--- src/include/spi_pkg.sv ---
// Shared constants and state types for the serial peripheral controller.
// How it works
// RL1 - Divider 1 shifts one bit per system clock cycle.
// RL2 - Held select, divider 1, idle gap, same slave: slot stays full, word resent.
// RL3 - Software never combines select hold after transfer with divider 1.
// RL4 - Fixed, held, DMA fed: final flag releases select once transmitter drains.
// RL5 - Software keeps select held across DMA transfers with a general purpose pin.
// RL6 - Select config written outside controller mode gives a spurious clock pulse.
// RL7 - Software sets the controller mode bit before writing select configuration.
// RL8 - Fixed mode reports DMA word size from select 0 width, whatever select.
// RL9 - Software sets select 0 width to 8 bits for byte DMA on other selects.
// RL10 - Divider 1 with odd width adds one extra serial clock pulse.
// RL11 - Disable command is ignored while in slave mode.
// RL12 - Software stops slave mode by reading data then issuing software reset.
// RL13 - Polarity 1, phase 0, slow select then divider-1 select: extra pulse.
// RL14 - Mixed divider 1 settings with polarity 1, phase 0 are avoided.
package spi_pkg;
    localparam int CS_NUM       = 4;
    localparam int CS_W         = 2;
    localparam int DIV_W        = 8;
    localparam int BITS_W       = 4;
    localparam int DATA_W       = 16;
    localparam int WORD_W       = 32;
    localparam int CNT_W        = 5;
    localparam int TD_PCS_LSB   = 16;
    localparam int TD_FINAL_BIT = 24;
    localparam logic [CNT_W-1:0] WIDTH_BASE = 5'h08;
    localparam logic [DIV_W-1:0] DIV_ONE    = 8'h01;
    localparam logic [CS_NUM-1:0] CS_N_IDLE = 4'hf;
    localparam int SYNC_W       = 4;
    localparam int SY_SCLK      = 0;
    localparam int SY_MOSI      = 1;
    localparam int SY_MISO      = 2;
    localparam int SY_SS        = 3;

    typedef enum logic [1:0] {ST_IDLE, ST_SPUR, ST_SHIFT, ST_EXTRA} mst_state_t;

    typedef struct packed {
        mst_state_t          state;
        logic                enabled;
        logic [DATA_W-1:0]   holding;
        logic [CS_W-1:0]     hold_cs;
        logic                hold_last;
        logic                hold_full;
        logic [DATA_W-1:0]   shift;
        logic [DATA_W-1:0]   rx_sh;
        logic [DATA_W-1:0]   rx_data;
        logic                rx_ready;
        logic [CNT_W-1:0]    bit_cnt;
        logic [CS_W-1:0]     cur_cs;
        logic                cur_last;
        logic                cs_active;
        logic [CS_NUM-1:0]   cs_n;
        logic                prev_slow;
        logic                extra_pend;
        logic                gap_seen;
        logic                spur_pend;
        logic                samp;
        logic                sclk;
        logic                dma_half;
        logic                sclk_d;
        logic                ss_d;
    } ctl_t;

    localparam ctl_t CTL_RST = '{state: ST_IDLE, cs_n: CS_N_IDLE, ss_d: 1'b1, default: '0};
endpackage

--- src/include/bit_timer_if.sv ---
// Link between the controller and its bit timer.
interface bit_timer_if;
    import spi_pkg::*;
    logic             run;
    logic [DIV_W-1:0] divider;
    logic             lead;
    logic             trail;
    logic             tend;

    modport timer (input run, input divider, output lead, output trail, output tend);
    modport user  (output run, output divider, input lead, input trail, input tend);
endinterface

--- src/hdl/bit_timer.sv ---
// Bit period timer giving leading, trailing and end-of-bit enables.
module bit_timer
    import spi_pkg::*;
(
    input  wire logic  clk_sys_i,
    input  wire logic  nrst_i,
    bit_timer_if.timer tif
);
    logic [DIV_W-1:0] cnt_r;
    logic [DIV_W-1:0] cnt_nxt;
    logic [DIV_W-1:0] div_eff;

    // Zero divider is treated as one so the timer can never stall
    assign div_eff = (tif.divider == '0) ? DIV_ONE : tif.divider;

    // Divider 1 puts all three enables in the same cycle
    assign tif.lead  = tif.run && (cnt_r == '0); // [RL1]
    assign tif.trail = tif.run && (cnt_r == (div_eff >> 1));
    assign tif.tend  = tif.run && (cnt_r == div_eff - DIV_ONE);

    // Count restarts at zero whenever the timer is idle
    always_comb begin
        cnt_nxt = '0;
        if (tif.run && !tif.tend) begin
            cnt_nxt = cnt_r + DIV_ONE;
        end
    end

    always_ff @(posedge clk_sys_i or negedge nrst_i) begin
        if (!nrst_i) begin
            cnt_r <= '0;
        end else begin
            cnt_r <= cnt_nxt;
        end
    end
endmodule

--- src/hdl/spi_ctrl.sv ---
// Serial peripheral controller, controller and slave modes, with its known quirks.
module spi_ctrl
    import spi_pkg::*;
(
    input  wire logic                      clk_sys_i,
    input  wire logic                      nrst_i,
    input  wire logic                      enable_i,
    input  wire logic                      disable_i,
    input  wire logic                      soft_reset_i,
    input  wire logic                      controller_mode_bit_i,
    input  wire logic                      fixed_select_i,
    input  wire logic [CS_W-1:0]           fixed_cs_i,
    input  wire logic                      cpol_i,
    input  wire logic [CS_NUM-1:0]         cs_hold_after_transfer_i,
    input  wire logic [CS_NUM-1:0]         clock_phase_inverted_i,
    input  wire logic [CS_NUM*DIV_W-1:0]   serial_clock_divider_i,
    input  wire logic [CS_NUM*BITS_W-1:0]  bits_code_i,
    input  wire logic                      cs_config_write_i,
    input  wire logic [WORD_W-1:0]         transmit_data_reg_i,
    input  wire logic                      tx_write_i,
    output logic                           tx_slot_free_o,
    output logic                           transmit_drained_o,
    output logic [DATA_W-1:0]              rx_data_o,
    output logic                           rx_ready_o,
    input  wire logic                      rx_read_i,
    output logic                           dma_halfword_o,
    output logic                           enabled_o,
    output logic                           serial_clock_out_o,
    output logic                           sclk_oe_n_o,
    input  wire logic                      sclk_i,
    output logic                           mosi_o,
    output logic                           mosi_oe_n_o,
    input  wire logic                      mosi_i,
    output logic                           miso_o,
    output logic                           miso_oe_n_o,
    input  wire logic                      miso_i,
    output logic [CS_NUM-1:0]              cs_n_o,
    input  wire logic                      ss_n_i
);
    bit_timer_if tif ();

    ctl_t              st_r;
    ctl_t              st_nxt;
    logic [SYNC_W-1:0] sync1_r;
    logic [SYNC_W-1:0] sync2_r;
    logic              master;
    logic              slave;
    logic [CS_W-1:0]   run_cs;
    logic [CNT_W-1:0]  cur_width;
    logic              cur_div1;
    logic              s_sclk;
    logic              s_ss_n;
    logic              lead_e;
    logic              trail_e;
    logic              slv_samp;
    logic              slv_drive;
    logic              ss_fall;

    function automatic logic [DIV_W-1:0] div_of(input logic [CS_W-1:0] cs);
        div_of = serial_clock_divider_i[cs*DIV_W +: DIV_W];
    endfunction

    function automatic logic [CNT_W-1:0] width_of(input logic [CS_W-1:0] cs);
        width_of = WIDTH_BASE + {1'b0, bits_code_i[cs*BITS_W +: BITS_W]};
    endfunction

    // Pins from the outside pass two flops before any logic reads them
    always_ff @(posedge clk_sys_i or negedge nrst_i) begin
        if (!nrst_i) begin
            // Select input resets to its idle high level so no false fall follows reset
            sync1_r <= SYNC_W'(1) << SY_SS;
            sync2_r <= SYNC_W'(1) << SY_SS;
        end else begin
            sync1_r <= {ss_n_i, miso_i, mosi_i, sclk_i};
            sync2_r <= sync1_r;
        end
    end

    bit_timer u_timer (
        .clk_sys_i (clk_sys_i),
        .nrst_i    (nrst_i),
        .tif       (tif)
    );

    assign master    = st_r.enabled && controller_mode_bit_i;
    assign slave     = st_r.enabled && !controller_mode_bit_i;
    assign run_cs    = (st_r.state == ST_SPUR) ? '0 : st_r.cur_cs;
    assign cur_width = width_of(st_r.cur_cs);
    assign cur_div1  = (div_of(st_r.cur_cs) == DIV_ONE);
    assign tif.run     = master && (st_r.state != ST_IDLE);
    assign tif.divider = div_of(run_cs);

    // Slave edge decode on the second synchroniser stage only
    assign s_sclk    = sync2_r[SY_SCLK];
    assign s_ss_n    = sync2_r[SY_SS];
    assign lead_e    = (s_sclk != st_r.sclk_d) && (s_sclk != cpol_i);
    assign trail_e   = (s_sclk != st_r.sclk_d) && (s_sclk == cpol_i);
    assign slv_samp  = slave && !s_ss_n && (clock_phase_inverted_i[0] ? lead_e : trail_e);
    assign slv_drive = slave && !s_ss_n && (clock_phase_inverted_i[0] ? trail_e : lead_e);
    assign ss_fall   = slave && st_r.ss_d && !s_ss_n;

    // Next state of the whole controller
    always_comb begin
        st_nxt = st_r;
        st_nxt.sclk_d = s_sclk;
        st_nxt.ss_d   = s_ss_n;
        if (enable_i) begin
            st_nxt.enabled = 1'b1;
        end
        // Slave mode cannot be left by a disable, only by software reset
        if (disable_i && controller_mode_bit_i) begin // [RL11]
            st_nxt.enabled = 1'b0;
        end
        // A select configuration written before controller mode leaves a pulse pending
        if (cs_config_write_i && !controller_mode_bit_i) begin // [RL6]
            st_nxt.spur_pend = 1'b1;
        end
        if (tx_write_i && tx_slot_free_o) begin
            st_nxt.holding   = transmit_data_reg_i[DATA_W-1:0];
            st_nxt.hold_cs   = fixed_select_i ? fixed_cs_i
                                              : transmit_data_reg_i[TD_PCS_LSB +: CS_W];
            st_nxt.hold_last = transmit_data_reg_i[TD_FINAL_BIT];
            st_nxt.hold_full = 1'b1;
        end
        if (rx_read_i) begin
            st_nxt.rx_ready = 1'b0;
        end
        case (st_r.state)
            ST_IDLE: begin
                st_nxt.sclk = cpol_i;
                if (master && st_r.spur_pend) begin
                    st_nxt.spur_pend = 1'b0;
                    st_nxt.state     = ST_SPUR; // [RL6]
                end else if (master && st_r.hold_full) begin
                    // Divider 1 with held select after an idle gap loses the slot release
                    st_nxt.hold_full  = cs_hold_after_transfer_i[st_r.hold_cs]
                                        && (div_of(st_r.hold_cs) == DIV_ONE)
                                        && st_r.gap_seen && st_r.cs_active
                                        && (st_r.cur_cs == st_r.hold_cs); // [RL2]
                    st_nxt.shift      = st_r.holding << (CNT_W'(DATA_W) - width_of(st_r.hold_cs));
                    st_nxt.cur_cs     = st_r.hold_cs;
                    st_nxt.cur_last   = st_r.hold_last;
                    st_nxt.bit_cnt    = '0;
                    st_nxt.rx_sh      = '0;
                    st_nxt.cs_active  = 1'b1;
                    st_nxt.gap_seen   = 1'b0;
                    st_nxt.extra_pend = cpol_i && !clock_phase_inverted_i[st_r.hold_cs]
                                        && (div_of(st_r.hold_cs) == DIV_ONE)
                                        && st_r.prev_slow; // [RL13] [RL14]
                    st_nxt.state      = ST_SHIFT;
                end else if (master && st_r.cs_active) begin
                    // Final flag drops the select as soon as the transmitter is drained
                    if (st_r.cur_last) begin // [RL4]
                        st_nxt.cs_active = 1'b0;
                    end
                    st_nxt.gap_seen = 1'b1;
                end
            end
            ST_SPUR, ST_EXTRA: begin
                st_nxt.sclk = st_r.sclk ^ (tif.lead | tif.trail);
                // Divider 1 moves one edge a period, so a pulse from idle needs two periods
                if (tif.tend && !(tif.lead && (st_nxt.sclk != cpol_i))) begin
                    st_nxt.sclk  = cpol_i;
                    st_nxt.state = ST_IDLE;
                end
            end
            ST_SHIFT: begin
                // Divider 1 toggles once per bit: the clock follows the system rate
                st_nxt.sclk = st_r.sclk ^ (tif.lead | tif.trail); // [RL1]
                if (clock_phase_inverted_i[st_r.cur_cs] ? tif.lead : tif.trail) begin
                    st_nxt.samp = sync2_r[SY_MISO];
                end
                if (tif.tend) begin
                    st_nxt.shift   = {st_r.shift[DATA_W-2:0], 1'b0};
                    st_nxt.rx_sh   = {st_r.rx_sh[DATA_W-2:0], st_nxt.samp};
                    st_nxt.bit_cnt = st_r.bit_cnt + 1'b1;
                    if (st_r.bit_cnt == cur_width - 1'b1) begin
                        st_nxt.rx_data   = st_nxt.rx_sh;
                        st_nxt.rx_ready  = 1'b1;
                        st_nxt.prev_slow = !cur_div1;
                        if (!cs_hold_after_transfer_i[st_r.cur_cs]) begin
                            st_nxt.cs_active = 1'b0;
                        end
                        // Odd widths at divider 1 end with one surplus pulse
                        if ((cur_div1 && cur_width[0]) || st_r.extra_pend) begin // [RL10] [RL13]
                            st_nxt.state = ST_EXTRA;
                        end else begin
                            st_nxt.state = ST_IDLE;
                        end
                    end
                end
            end
            default: begin
                st_nxt.state = ST_IDLE;
            end
        endcase
        // Slave side: load on select fall, sample and shift on the decoded edges
        if (ss_fall) begin
            st_nxt.bit_cnt   = '0;
            st_nxt.shift     = st_r.hold_full ? st_r.holding << (CNT_W'(DATA_W) - width_of('0))
                                              : '0;
            // A word written in this very cycle stays queued rather than lost
            if (st_r.hold_full) begin
                st_nxt.hold_full = 1'b0;
            end
        end
        if (slv_drive && st_r.bit_cnt != '0) begin
            st_nxt.shift = {st_r.shift[DATA_W-2:0], 1'b0};
        end
        if (slv_samp) begin
            st_nxt.rx_sh   = {st_r.rx_sh[DATA_W-2:0], sync2_r[SY_MOSI]};
            st_nxt.bit_cnt = st_r.bit_cnt + 1'b1;
            if (st_r.bit_cnt == width_of('0) - 1'b1) begin
                st_nxt.rx_data  = {st_r.rx_sh[DATA_W-2:0], sync2_r[SY_MOSI]};
                st_nxt.rx_ready = 1'b1;
                st_nxt.bit_cnt  = '0;
            end
        end
        if (slave && s_ss_n) begin
            st_nxt.bit_cnt = '0;
        end
        // Word size seen by DMA: fixed mode always consults select 0
        st_nxt.dma_half = fixed_select_i ? (width_of('0) > WIDTH_BASE) // [RL8]
                                         : (width_of(st_nxt.hold_cs) > WIDTH_BASE);
        st_nxt.cs_n = st_nxt.cs_active ? ~(CS_NUM'(1) << st_nxt.cur_cs) : CS_N_IDLE;
        // Software reset is the only way out of slave mode
        if (soft_reset_i) begin // [RL12]
            st_nxt = CTL_RST;
        end
    end

    always_ff @(posedge clk_sys_i or negedge nrst_i) begin
        if (!nrst_i) begin
            st_r <= CTL_RST;
        end else begin
            st_r <= st_nxt;
        end
    end

    // Handshakes are decoded from registers; pins are steered by the mode
    assign tx_slot_free_o     = st_r.enabled && !st_r.hold_full;
    assign transmit_drained_o = st_r.enabled && !st_r.hold_full && (st_r.state == ST_IDLE);
    assign rx_data_o          = st_r.rx_data;
    assign rx_ready_o         = st_r.rx_ready;
    assign dma_halfword_o     = st_r.dma_half;
    assign enabled_o          = st_r.enabled;
    assign serial_clock_out_o = st_r.sclk;
    assign sclk_oe_n_o        = !master;
    assign mosi_o             = st_r.shift[DATA_W-1];
    assign mosi_oe_n_o        = !master;
    assign miso_o             = st_r.shift[DATA_W-1];
    assign miso_oe_n_o        = !(slave && !s_ss_n);
    assign cs_n_o             = st_r.cs_n;
endmodule

--- config.mk ---
export PLATFORM = sky130hd
export DESIGN_NAME = spi_ctrl
export DESIGN_NICKNAME = d
export VERILOG_FILES = /design/src/include/spi_pkg.sv /design/src/include/bit_timer_if.sv /design/src/hdl/bit_timer.sv /design/src/hdl/spi_ctrl.sv
export SDC_FILE = /design/constraint.sdc
export NUM_CORES = 1
export LEC_CHECK = 0
export ABC_AREA = 1
export BUFFER_PORTS_ARGS = -buffer_cell sky130_fd_sc_hd__buf_4
export CORE_MARGIN = 8
export CORE_UTILIZATION = 40
export CTS_CLUSTER_SIZE = 12
export DETAILED_ROUTE_END_ITERATION = 10
export GPL_ROUTABILITY_DRIVEN = 1
export PLACE_DENSITY = 0.64
export SYNTH_ARGS = -nofsm -noshare
export SYNTH_HDL_FRONTEND = slang
export SYNTH_SLANG_ARGS = --single-unit
--- constraint.sdc ---
create_clock -name clk_sys_i -period 5.25 [get_ports clk_sys_i]
set_input_delay 0.7875 -clock clk_sys_i [delete_from_list [all_inputs] [get_ports clk_sys_i]]
set_output_delay 0.7875 -clock clk_sys_i [all_outputs]
set_load 0.01 [all_outputs]
Word-level counts from Yosys, hierarchy flattened --
Cells that the tools add are included.
Word-level totals: register bits 109, bits of input ports 105, output and inout bits 31, word-level logic and storage cells 220
Cells by class: add/subtract/negate cells 11, order comparisons 4, equal/unequal tests 28, shifts and indexed selects 9, muxes and demuxes 70, bitwise logic cells 3, reductions and logical operators 68
Operator list (count):
- indexed part select 32 x 6 -> 8 bit | 3
- 2-to-1 mux 94 bit | 1
- 2-to-1 mux 33 bit | 2
- one-hot mux 32 bit (2 select lines) | 1
- 2-to-1 mux 54 bit | 1
- 2-to-1 mux 17 bit | 3
- indexed part select 16 x 5 -> 4 bit | 3
- 2-to-1 mux 38 bit | 1
- logical AND 1 bit | 34
- 2-to-1 mux 16 bit | 2
- << shifter 16 x 5 -> 16 bit | 2
- 2-to-1 mux 1 bit | 31
- 2-to-1 mux 8 bit | 3
- 2-to-1 mux 22 bit | 1
- adder 4 x 4 -> 5 bit, first input constant | 4
- 2-to-1 mux 20 bit | 1
- 2-to-1 mux 2 bit | 9
- != test 6 bit, second input constant | 3
- == test 8 x 1 -> 1 bit, second input constant | 2
- logical NOT 8 bit | 2
- != test 4 bit, second input constant | 4
- AND reduction 4 bit | 4
- != test 5 bit, second input constant | 3
- nonzero test 2 bit | 7
- other kinds (39) | 66

Depth between registers and ports, before layout --
Gate-level depths: netlist of the first run.
word-level depth 17, gate-level depth with buffers 30, gate-level depth less buffers 29

Cells and area by module --
A second synthesis of the first run with hierarchy kept.
Second synthesis, totals: cells, all modules 1276, area total of the unflattened synthesis 8675.8 um^2
By module, submodules not included:
- spi_ctrl | times used 1, cells an instance 1145, area an instance 7850.0 um^2, seq. area each 2536.2 um^2
- bit_timer | times used 1, cells an instance 131, area an instance 825.8 um^2, seq. area each 200.2 um^2

Worst setup path after synthesis of the first run --
Ideal clock, no wire load.
path kind input to register, start point input serial_clock_divider_i[20], end point register st_r, in the netlist rx_data_o[10], data arrival time 3.213 ns, required time 5.129 ns, slack 1.916 ns, stages 27, buffers on the path 1, path through or2_0 nand2_1 nand2_1 nand2_2 nand2_2 nor2_4 nand2_2 nand2_1 inv_1 ha_1 inv_1 nand3_1 nand3_1 nand2_1 nor2_1 nand2_1 nor2_1 nand2_1 nor2_2 nand3_4 nor2_8 nand2_4 buf_6 nand2_1 nand2_1 nor2_1 nor2_1
RTL lines:
- from (decl) | RTL line spi_ctrl.sv:16 | input wire logic [CS_NUM*DIV_W-1:0] serial_clock_divider_i,
- to (signal assigned) | RTL line spi_ctrl.sv:236 | st_r <= st_nxt;
- to (decl) | RTL line spi_ctrl.sv:42 | ctl_t st_r;

Worst setup path after layout of the first run --
start point register st_r[15] (netlist bit), end point register st_r[50] (netlist bit)
Between the ends: word-level cells in the longest chain between the ends 9
RTL lines:
- 2-to-1 mux 2 bit (*) | RTL line spi_ctrl.sv:87 | assign run_cs = (st_r.state == ST_SPUR) ? '0 : st_r.cur_cs;
- indexed part select 32 x 6 -> 8 bit (*) | RTL line spi_ctrl.sv:60 | div_of = serial_clock_divider_i[cs*DIV_W +: DIV_W];
- logical NOT 8 bit | RTL line bit_timer.sv:14 | assign div_eff = (tif.divider == '0) ? DIV_ONE : tif.divider;
- 2-to-1 mux 8 bit (*) | RTL line bit_timer.sv:14
- subtractor 8 x 1 -> 8 bit (*) | RTL line bit_timer.sv:19 | assign tif.tend = tif.run && (cnt_r == div_eff - DIV_ONE);
- == test 8 bit (*) | RTL line bit_timer.sv:19
- logical AND 1 bit (*) | RTL line bit_timer.sv:19
- != test 4 bit (no source line) (*)
- AND reduction 4 bit (no source line) (*)
Mark *: on every way between the ends. The rest lies on a longest branch, timed or not. A chain may end at the register's enable or synchronous reset.

==> impl_metrics.json, run 1 <==
{
  "final-setup-viol-count": 0,
  "fp.dieW_um": 163.0,
  "post-route-min-period_ns": 4.264,
  "rrSetupSlack_ns": 0.99,
  "r2r-end": "st_r[50]$_DFFE_PN0P_",
  "die_area_sq_um": 26560,
  "max_freq_ghz": 0.2345,
  "p_comb_frac": 0.301,
  "ir_worst_vdd_mv": 0.1943,
  "place_area_sq_um": 9508,
  "leakage_nw": 4.868,
  "grt.total_usage": 0.1961,
  "hold_depth": 0,
  "worst_slack_ns": 0.9863,
  "synthesis.area_sq_um": 8640,
  "syn-num-nets": 1448,
  "required_ns": 5.47,
  "viasPerCell": 5.256,
  "die_h_um": 163.0,
  "power_switching_mw": 0.8933,
  "syn_to_final_growth_pct": 13.77,
  "min_to": "sync2_r[2]$_DFF_PN0_",
  "yosys_register_bits": 109,
  "dp_slack_ns": 1.044,
  "rsz0062_at_grt": "no",
  "grt_overflow": 0,
  "final_net_count": 1510,
  "firstDrtPassIters": 6,
  "clock-root-buffer": "clkbuf_16",
  "power_density_nw_per_um2": 241.8,
  "yosysWarningCount": 0,
  "ctsHoldBuffers": 0,
  "reg2reg_from": "st_r[15]$_DFF_PN0_",
  "cpMaxStageDelayCell": "dfrtp_1",
  "slew_headroom": 0.3721,
  "clock-skew-final_ns": 0.01060,
  "reg2reg_depth": 25,
  "hold_violations": 0,
  "pwr-share-clk": 0.314,
  "p_total_mw": 2.376,
  "ys_seq_area_frac": 0.3167,
  "synth_cell_types": 56,
  "cp-start-kind": "flip-flop",
  "synthCells": 1335,
  "grt_max_degree": 69,
  "cpPeakStageDelay_ns": 0.70,
  "synth_ff_type": "dfrtp_1",
  "hp-start": "sync1_r[2]$_DFF_PN0_",
  "seq_area_sq_um": 2736,
  "place_hpwl_um": 19790,
  "antenna_cells": 0,
  "cts_resized": 0,
  "start_util": 0.4097,
  "multi_input_area_sq_um": 4787,
  "final_cell_area_sq_um": 9829,
  "crit_top_cell": "nand2_1",
  "drt-total-wl_um": 26030,
  "ys_async_sr_fraction": 1.000,
  "power.internal_mw": 1.483,
  "htree_num_levels": 3,
  "synth_edf_count": 0,
  "portBuffers": 122,
  "drive_gt1_frac": 0.1469,
  "grt_pass1_wl_um": 42570,
  "seqPwrFrac": 0.385,
  "critPathKind": "flip-flop to flip-flop",
  "hold_path_class": "flip-flop to flip-flop",
  "fin_crit_sh": 0.8121,
  "via_count": 8814,
  "switching_share": 0.3759,
  "clk-insertion-delay-late_ns": 0.37,
  "n_fill_cell": 2232,
  "tightest_slew_ns": 0.9384,
  "cts_made_buffers": 9,
  "layout_common_cells": "nand2_1, inv_1, o21ai_0",
  "clk_pin_slew_ns": 0.08,
  "pin_count": 136,
  "first_iter_violations": 729,
  "drv_slew": 0,
  "arrival_ns": 4.49,
  "fin_tns_setup_ns": 0,
  "antenna_found_initial": 0,
  "synth.avg_cell_area_sq_um": 6.472,
  "core-area_sq_um": 21090,
  "routabilityCongestion": 0.9092,
  "grt_pass1_vias": 8421,
  "clock_path_buffers": 2,
  "postRouteAntennaNets": 0,
  "worstPathMaxFanout": 20,
  "wl_per_cell_um": 15.52,
  "setup.worst_path.end_class": "flip-flop",
  "post-cts-setup-buffers": 0,
  "remaining_drc_errors": 0,
  "outcome": "finished, final reports clean",
  "whs_ns": 0.3447,
  "final_common_cell": "nand2_1",
  "cts_tree": "done",
  "cap_violations": 0,
  "rows": 53,
  "clock-sinks": 109
}
-- state kept, by name (all words and copies together), names as in the netlist --
signal / flops
cs_n_o: 4
rx_data_o: 16
sync2_r: 4
dma_halfword_o: 1
miso_o: 1
rx_ready_o: 1
enabled_o: 1
st_r: 68
sync1_r: 4
u_timer.cnt_r: 8
serial_clock_out_o: 1
-- worst max-delay path: cells and delay by family (launching register included) --
family	cells	cell delay, ns
buf+inv	3	0.42
simple gates	20	2.66
fa+ha+maj	1	0.20
flops	1	0.70
compound gates	1	0.15
-- layout make-up --
type                    instances  share of cell area
multi-input cells             974              0.4870
flip-flops and latches        109              0.2784
repair buffers                134              0.1023
inverters                     169             0.06454
well taps                     275             0.03501
clock buffers                   9             0.02291
clock inverters                 7            0.009801
-- worst max-delay path by stage --
stage / from / to / slack (ns) / cells after the start
CTS: st_r[15]$_DFF_PN0_ / st_r[50]$_DFFE_PN0P_ / 1.04 / 25
finish: st_r[15]$_DFF_PN0_ / st_r[50]$_DFFE_PN0P_ / 0.99 / 25
global placement: st_r[15]$_DFF_PN0_ / st_r[41]$_DFFE_PN0P_ / 1.09 / 25
global route: st_r[15]$_DFF_PN0_ / st_r[50]$_DFFE_PN0P_ / 0.63 / 25
detailed placement: st_r[15]$_DFF_PN0_ / st_r[52]$_DFFE_PN0P_ / 1.04 / 25
floorplan: serial_clock_divider_i[20] / rx_data_o[10]$_DFF_PN0_ / 1.92 / 27
-- Yosys cell counts, types with 3 or more instances --
library cell  number  area (sq um)
nand2_1          324          1216
inv_1            162         608.1
o21ai_0          148         740.7
nor2_1           143         536.8
nand3_1          112         560.5
dfrtp_1          102          2552
a21oi_1           48         240.2
clkbuf_1          33         123.9
nand4_1           27         168.9
buf_4             24         180.2
o21ai_1           20         100.1
xor2_1            19         166.4
nor3_1            17         85.08
nand2_2           13         81.33
buf_2             10         50.05
buf_6              9         101.4
o211ai_1           9         67.56
or2_2              9         56.30
ha_1               8         100.1
a221oi_1           7         61.31
buf_1              7         26.28
dfstp_2            7         183.9
mux2i_1            7         70.07
nor4_1             7         43.79
inv_2              6         22.52
a31oi_1            5         31.28
xnor2_1            5         43.79
nor2_2             4         25.02
nand2_4            3         33.78
nand3_2            3         30.03
nor3b_1            3         22.52
o22ai_1            3         18.77
o311ai_0           3         26.28
-- layer usage --
layer,track usage,up-vias,routed length (um)
li1,-,4459,-
met1,0.2412,4097,11270
met2,0.3436,220,12890
met3,0.03059,38,1255
met4,0.06464,0,613
met5,0,-,0
-- power by group through the flow --
stage                     Sequential (mW)  Combinational [mW]  Clock (mW)
after global placement              0.931               0.707           0
after CTS                           0.915               0.715       0.765
after global routing                0.921               0.804       0.793
after floorplan                     0.914               0.505           0
final                               0.915               0.715       0.746
after detailed placement            0.931               0.712           0
-- metrics by stage --
step                        util  instances
after floorplan                -       1335
after global placement    0.4509       1661
after detailed placement  0.4509       1661
after CTS                 0.4661       1677
after global routing      0.4661       1677
final                     0.4661       1677
-- cells by family (layout without fill, tap and decap cells) --
family	count (synthesis)	in the layout	synth area share
AO/OA/AOI/OAI	259	259	0.1652
XOR/XNOR	25	25	0.02621
adder cells (fa/ha/maj)	8	8	0.01159
buffers and inverters	252	319	0.1292
flip-flops	109	109	0.3167
multiplexers	7	7	0.008110
AND/OR/NAND/NOR	675	675	0.3429
Power figures use the tool's default switching activity.
==> inputs of run 2 (changes only) <==
- ABC_AREA: 1 -> 0
- clock period: 5.25 -> 4.35 ns (I/O delays scaled with it)
==> impl_metrics.json, run 2 <==
{
  "outcome": "finished, final reports clean",
  "grt.total_usage": 0.1936,
  "reg2reg_from": "st_r[93]$_DFFE_PN0P_",
  "die_h_um": 158.7,
  "synth.top_cells.by_count": "dfrtp_1, nand2_1, nor2_1",
  "setup.worst_path.end_class": "flip-flop",
  "cts_made_buffers": 9,
  "clk-insertion-delay-late_ns": 0.37,
  "fp.dieW_um": 158.7,
  "start_util": 0.4050,
  "final_net_count": 1113,
  "fin_util": 0.4786,
  "grt_overflow": 0,
  "clock-skew-final_ns": 0.01151,
  "synthTopCellsByArea": "dfrtp_1, mux2i_1, mux4_2, nand2_1, nor2_1",
  "ctsHoldBuffers": 0,
  "crit_buf_inv": 3,
  "synth_top_area_share": 0.3135,
  "core-area_sq_um": 20100,
  "place_area_sq_um": 9274,
  "slew_headroom": 0.4515,
  "syn-num-nets": 1019,
  "ir_worst_vdd_mv": 0.2158,
  "max_freq_ghz": 0.2469,
  "cts_tree": "done",
  "grt_max_degree": 71,
  "synth.avg_cell_area_sq_um": 8.986,
  "ys_seq_area_frac": 0.3361,
  "portBuffers": 122,
  "drv_slew": 0,
  "post-route-min-period_ns": 4.050,
  "layout_common_cells": "buf_4, dfrtp_1, nand2_1",
  "required_ns": 4.60,
  "finalNonFillerCells": 1275,
  "wl_per_cell_um": 18.74,
  "place_hpwl_um": 17690,
  "fin_tns_setup_ns": 0,
  "leakage_nw": 4.306,
  "ys_async_sr_fraction": 1.000,
  "yosys_register_bits": 109,
  "die_area_sq_um": 25170,
  "remaining_drc_errors": 0,
  "final-setup-viol-count": 0,
  "final_cell_area_sq_um": 9622,
  "hold_violations": 0,
  "pin_count": 136,
  "htree_num_levels": 3,
  "cp_top_family": "compound AO/OA/AOI/OAI gates",
  "arrival_ns": 4.30,
  "largest_reg_flops": 68,
  "drt-total-wl_um": 23900,
  "synthesis.area_sq_um": 8142,
  "synth_edf_count": 0,
  "antenna_found_initial": 0,
  "yosysWarningCount": 0,
  "clk_pin_slew_ns": 0.08,
  "cpMaxStageDelayCell": "a2111o_1",
  "dp_slack_ns": 0.1637,
  "synth_cell_types": 82,
  "p_total_mw": 2.808,
  "whs_ns": 0.2818,
  "fin_crit_sh": 0.9310,
  "synth_most_common_cell": "dfrtp_1",
  "power_density_nw_per_um2": 291.8,
  "antenna_cells": 0,
  "final_common_cell": "buf_4",
  "largest-register": "st_r",
  "viasPerCell": 5.744,
  "firstDrtPassIters": 5,
  "critPathKind": "flip-flop to flip-flop",
  "clock-root-buffer": "clkbuf_16",
  "drive_gt1_frac": 0.2368,
  "syn_to_final_growth_pct": 18.18,
  "tightest_slew_ns": 0.8227,
  "clock_path_buffers": 2,
  "worstPathMaxFanout": 25,
  "dp.cells": 1255,
  "routabilityCongestion": 0.8661,
  "cpPeakStageDelay_ns": 0.42,
  "critPathLaunch": "st_r[93]$_DFFE_PN0P_",
  "yosys.area.top_type": "dfrtp_1",
  "via_count": 7323,
  "synth_ff_type": "dfrtp_1",
  "postRouteAntennaNets": 0,
  "grt_pass1_wl_um": 38380,
  "grt_pass1_vias": 7048,
  "path_cells": "nand2b_1 -> buf_12 -> a31oi_1 -> o221ai_1 -> nand3_1 -> nor3_1 -> nor2_1 -> ha_1 -> inv_1 -> a31oi_1 -> nand4_1 -> xnor2_1 -> nand4_1 -> a2111o_1 -> o21a_1 -> o211ai_4 -> buf_12 -> mux2_4",
  "rows": 52,
  "clock-sinks": 109,
  "worst_slack_ns": 0.3000,
  "first_iter_violations": 526,
  "cap_violations": 0,
  "hold_path_class": "input port to async pin",
  "cp-start-kind": "flip-flop",
  "synthCells": 906
}
## run 2: changes by cell type after synthesis, sizes merged, moves of 20 or more
cell,previous run,this run
o21ai,169,26
mux2i,7,67
mux4,0,20
inv,168,29
nand3,116,33
nor2,149,92
nand2,340,93
## run 2: cells by family (layout without fill, tap and decap cells)
| group | after synthesis | after routing | synth area share |
|---|---|---|---|
| compound gates | 211 | 211 | 0.1895 |
| xor+xnor | 38 | 38 | 0.04088 |
| fa+ha+maj | 8 | 8 | 0.01229 |
| buf+inv | 111 | 210 | 0.06593 |
| flops | 109 | 109 | 0.3361 |
| mux | 100 | 100 | 0.1589 |
| simple gates | 329 | 329 | 0.1964 |
## run 2: path summary, 6_finish.rpt
path / to / slack [ns] / cells after the start
min reg2reg: sync2_r[0]$_DFF_PN0_ / 0.36 / 0
max reg2reg: st_r[61]$_DFFE_PN0P_ / 0.30 / 18
max in group asynchronous: st_r[15]$_DFF_PN0_ / 3.12 / 2
min in group clk_sys_i: sync2_r[0]$_DFF_PN0_ / 0.36 / 0
min: st_r[81]$_DFFE_PN0P_ / 0.28 / 1
max: st_r[61]$_DFFE_PN0P_ / 0.30 / 18
## run 2: routing by layer
layer / track usage / vias up / share of wire
met4: 0.03817 / 0 / 0.010
met2: 0.2952 / 238 / 0.44
li1: - / 3508 / -
met3: 0.04886 / 22 / 0.071
met5: 0 / - / 0
met1: 0.2725 / 3555 / 0.47
## run 2: area by class of cell
type                       instances  area [sq um]
multi-input combinational        686          4881
fill                            1908         10480
inverter                          32         120.1
sequential                       109          2738
clock buffer                      10         229.0
timing repair buffer             162          1254
tap                              270         337.8
clock inverter                     6         62.56
## run 2: power breakdown
group          leakage, nW  internal, mW  switching [mW]
combinational         2.69         0.372           0.508
clock                0.143         0.406           0.434
sequential            1.47          1.05          0.0387
total                 4.31          1.83           0.980
## run 2: what timing repair did
| action | CTS | global route |
|---|---|---|
| gates resized for setup | 0 | 3 |
| setup endpoints to repair | 0 | 36 |
| setup buffers | 0 | 4 |
==> inputs of run 3 (changes only) <==
- PLACE_DENSITY: 0.64 -> default
- clock period: 4.35 -> 3.5 ns (I/O delays scaled with it)
==> impl_metrics.json, run 3 (synthesized netlist as in run 2, its figures left out) <==
{
  "grt_max_degree": 59,
  "grt_pass1_vias": 7468,
  "path_cells": "or2_4 -> a21oi_2 -> nor2_1 -> a221o_1 -> buf_4 -> buf_4 -> and4b_1 -> or3_1 -> a2111o_1 -> o21a_1 -> o211ai_4 -> buf_12 -> mux2_4",
  "rsz0062_at_grt": "yes",
  "htree_num_levels": 3,
  "drv_slew": 0,
  "clock-root-buffer": "clkbuf_16",
  "clock-sinks": 109,
  "remaining_drc_errors": 0,
  "max_freq_ghz": 0.2617,
  "syn_to_final_growth_pct": 32.24,
  "slew_headroom": 0.3848,
  "required_ns": 3.75,
  "place_hpwl_um": 18760,
  "cpPeakStageDelay_ns": 0.50,
  "clk-insertion-delay-late_ns": 0.37,
  "tightest_slew_ns": 0.9182,
  "place_area_sq_um": 9811,
  "hold_violations": 0,
  "final_cell_area_sq_um": 10770,
  "first_iter_violations": 522,
  "clock_path_buffers": 2,
  "fin_util": 0.5355,
  "cts_made_buffers": 9,
  "n_fill_cell": 1875,
  "largest-register": "st_r",
  "fp.dieW_um": 158.7,
  "start_util": 0.4050,
  "grt_overflow": 0,
  "final_common_cell": "buf_4",
  "finalNonFillerCells": 1352,
  "wl_per_cell_um": 18.82,
  "cts_tree": "done",
  "power_density_nw_per_um2": 357.7,
  "final-setup-viol-count": 55,
  "cpMaxStageDelayCell": "a2111o_1",
  "drt-total-wl_um": 25440,
  "firstDrtPassIters": 5,
  "reg2reg_depth": 13,
  "arrival_ns": 4.07,
  "worstPathMaxFanout": 8,
  "crit_top_cell": "buf_4",
  "ir_worst_vdd_mv": 0.2571,
  "core-area_sq_um": 20100,
  "final_net_count": 1190,
  "hold_path_class": "input port to async pin",
  "antenna_found_initial": 0,
  "antenna_cells": 0,
  "critPathKind": "flip-flop to flip-flop",
  "postRouteAntennaNets": 0,
  "violations": "negative setup slack",
  "outcome": "complete, but fails checks",
  "largest_reg_flops": 68,
  "post-route-min-period_ns": 3.821,
  "clock-skew-final_ns": 0.01517,
  "leakage_nw": 4.801,
  "viasPerCell": 5.610,
  "rows": 52,
  "routabilityCongestion": 0.9017,
  "clk_pin_slew_ns": 0.09,
  "drive_gt1_frac": 0.3373,
  "via_count": 7585,
  "worst_slack_ns": -0.3207,
  "die_h_um": 158.7,
  "ctsHoldBuffers": 0,
  "grt.total_usage": 0.2034,
  "dp.cells": 1308,
  "setup.worst_path.end_class": "flip-flop",
  "die_area_sq_um": 25170,
  "grt_pass1_wl_um": 40320,
  "dp_slack_ns": -0.3240,
  "cap_violations": 0,
  "fin_crit_sh": 1.092,
  "pin_count": 136,
  "cp-start-kind": "flip-flop",
  "portBuffers": 122,
  "layout_common_cells": "buf_4, dfrtp_1, nand2_1"
}
[run 3: cell types whose count changed in the layout (fill, tap and decap cells not counted), sizes merged]
| cell | change |
|---|---|
| inv | +1 |
| nand2b | +1 |
| buf | +75 |
[run 3: power by group]
part / switching [mW] / internal [mW]
registers: 0.0522 / 1.31
logic: 0.739 / 0.640
clock network: 0.582 / 0.533
[run 3: cell type report]
| class | instances | area, sq um | share of cell area |
|---|---|---|---|
| timing repair buffer | 238 | 1971 | 0.1830 |
| clock inverter | 7 | 101.3 | 0.009413 |
| clock buffer | 9 | 225.2 | 0.02092 |
| multi-input combinational | 687 | 5271 | 0.4896 |
| sequential | 109 | 2740 | 0.2545 |
| inverter | 32 | 120.1 | 0.01116 |
| tap | 270 | 337.8 | 0.03138 |
[run 3: final timing paths]
check | slack (ns) | to | from
max | -0.32 | st_r[64]$_DFFE_PN0P_ | st_r[15]$_DFF_PN0_
min | 0.22 | u_timer.cnt_r[5]$_DFF_PN0_ | nrst_i
max in group asynchronous | 2.48 | cs_n_o[3]$_DFF_PN1_ | nrst_i
max reg2reg | -0.32 | st_r[64]$_DFFE_PN0P_ | st_r[15]$_DFF_PN0_
min in group clk_sys_i | 0.25 | sync1_r[3]$_DFF_PN1_ | ss_n_i
min reg2reg | 0.36 | sync2_r[3]$_DFF_PN1_ | sync1_r[3]$_DFF_PN1_
[run 3: worst max-delay path, delay by kind of cell, from the launching register on]
| kind | cells | cell delay [ns] |
|---|---|---|
| mux | 1 | 0.30 |
| flops | 1 | 0.48 |
| buf+inv | 3 | 0.45 |
| compound gates | 5 | 1.48 |
| simple gates | 4 | 0.97 |
[run 3: what timing repair did]
action | in CTS | in global routing
endpoints found under the setup margin | 59 | 70
pin swaps | 19 | 26
gates resized for setup | 33 | 53
buffers inserted | 16 | 11
gates cloned | 3 | 2
[run 3: metrics by stage]
step	setup TNS (ns)	hold WS, ns	total power, mW
3_5_place_dp	-14.23	0.3364	2.539
5_1_grt	-18.33	0.2348	4.041
2_1_floorplan	-5.797	0.2294	2.080
6_report	-10.12	0.2160	3.852
4_1_cts	-6.332	0.2415	3.776
3_3_place_gp	-12.21	0.3316	2.538
[run 3: layer usage]
layer,vias to the layer above,wire length [um],global-route usage
met5,-,0,0
met4,0,382,0.04984
met3,29,1602,0.04072
met2,223,11370,0.3068
met1,3690,12080,0.2917
li1,3643,-,-
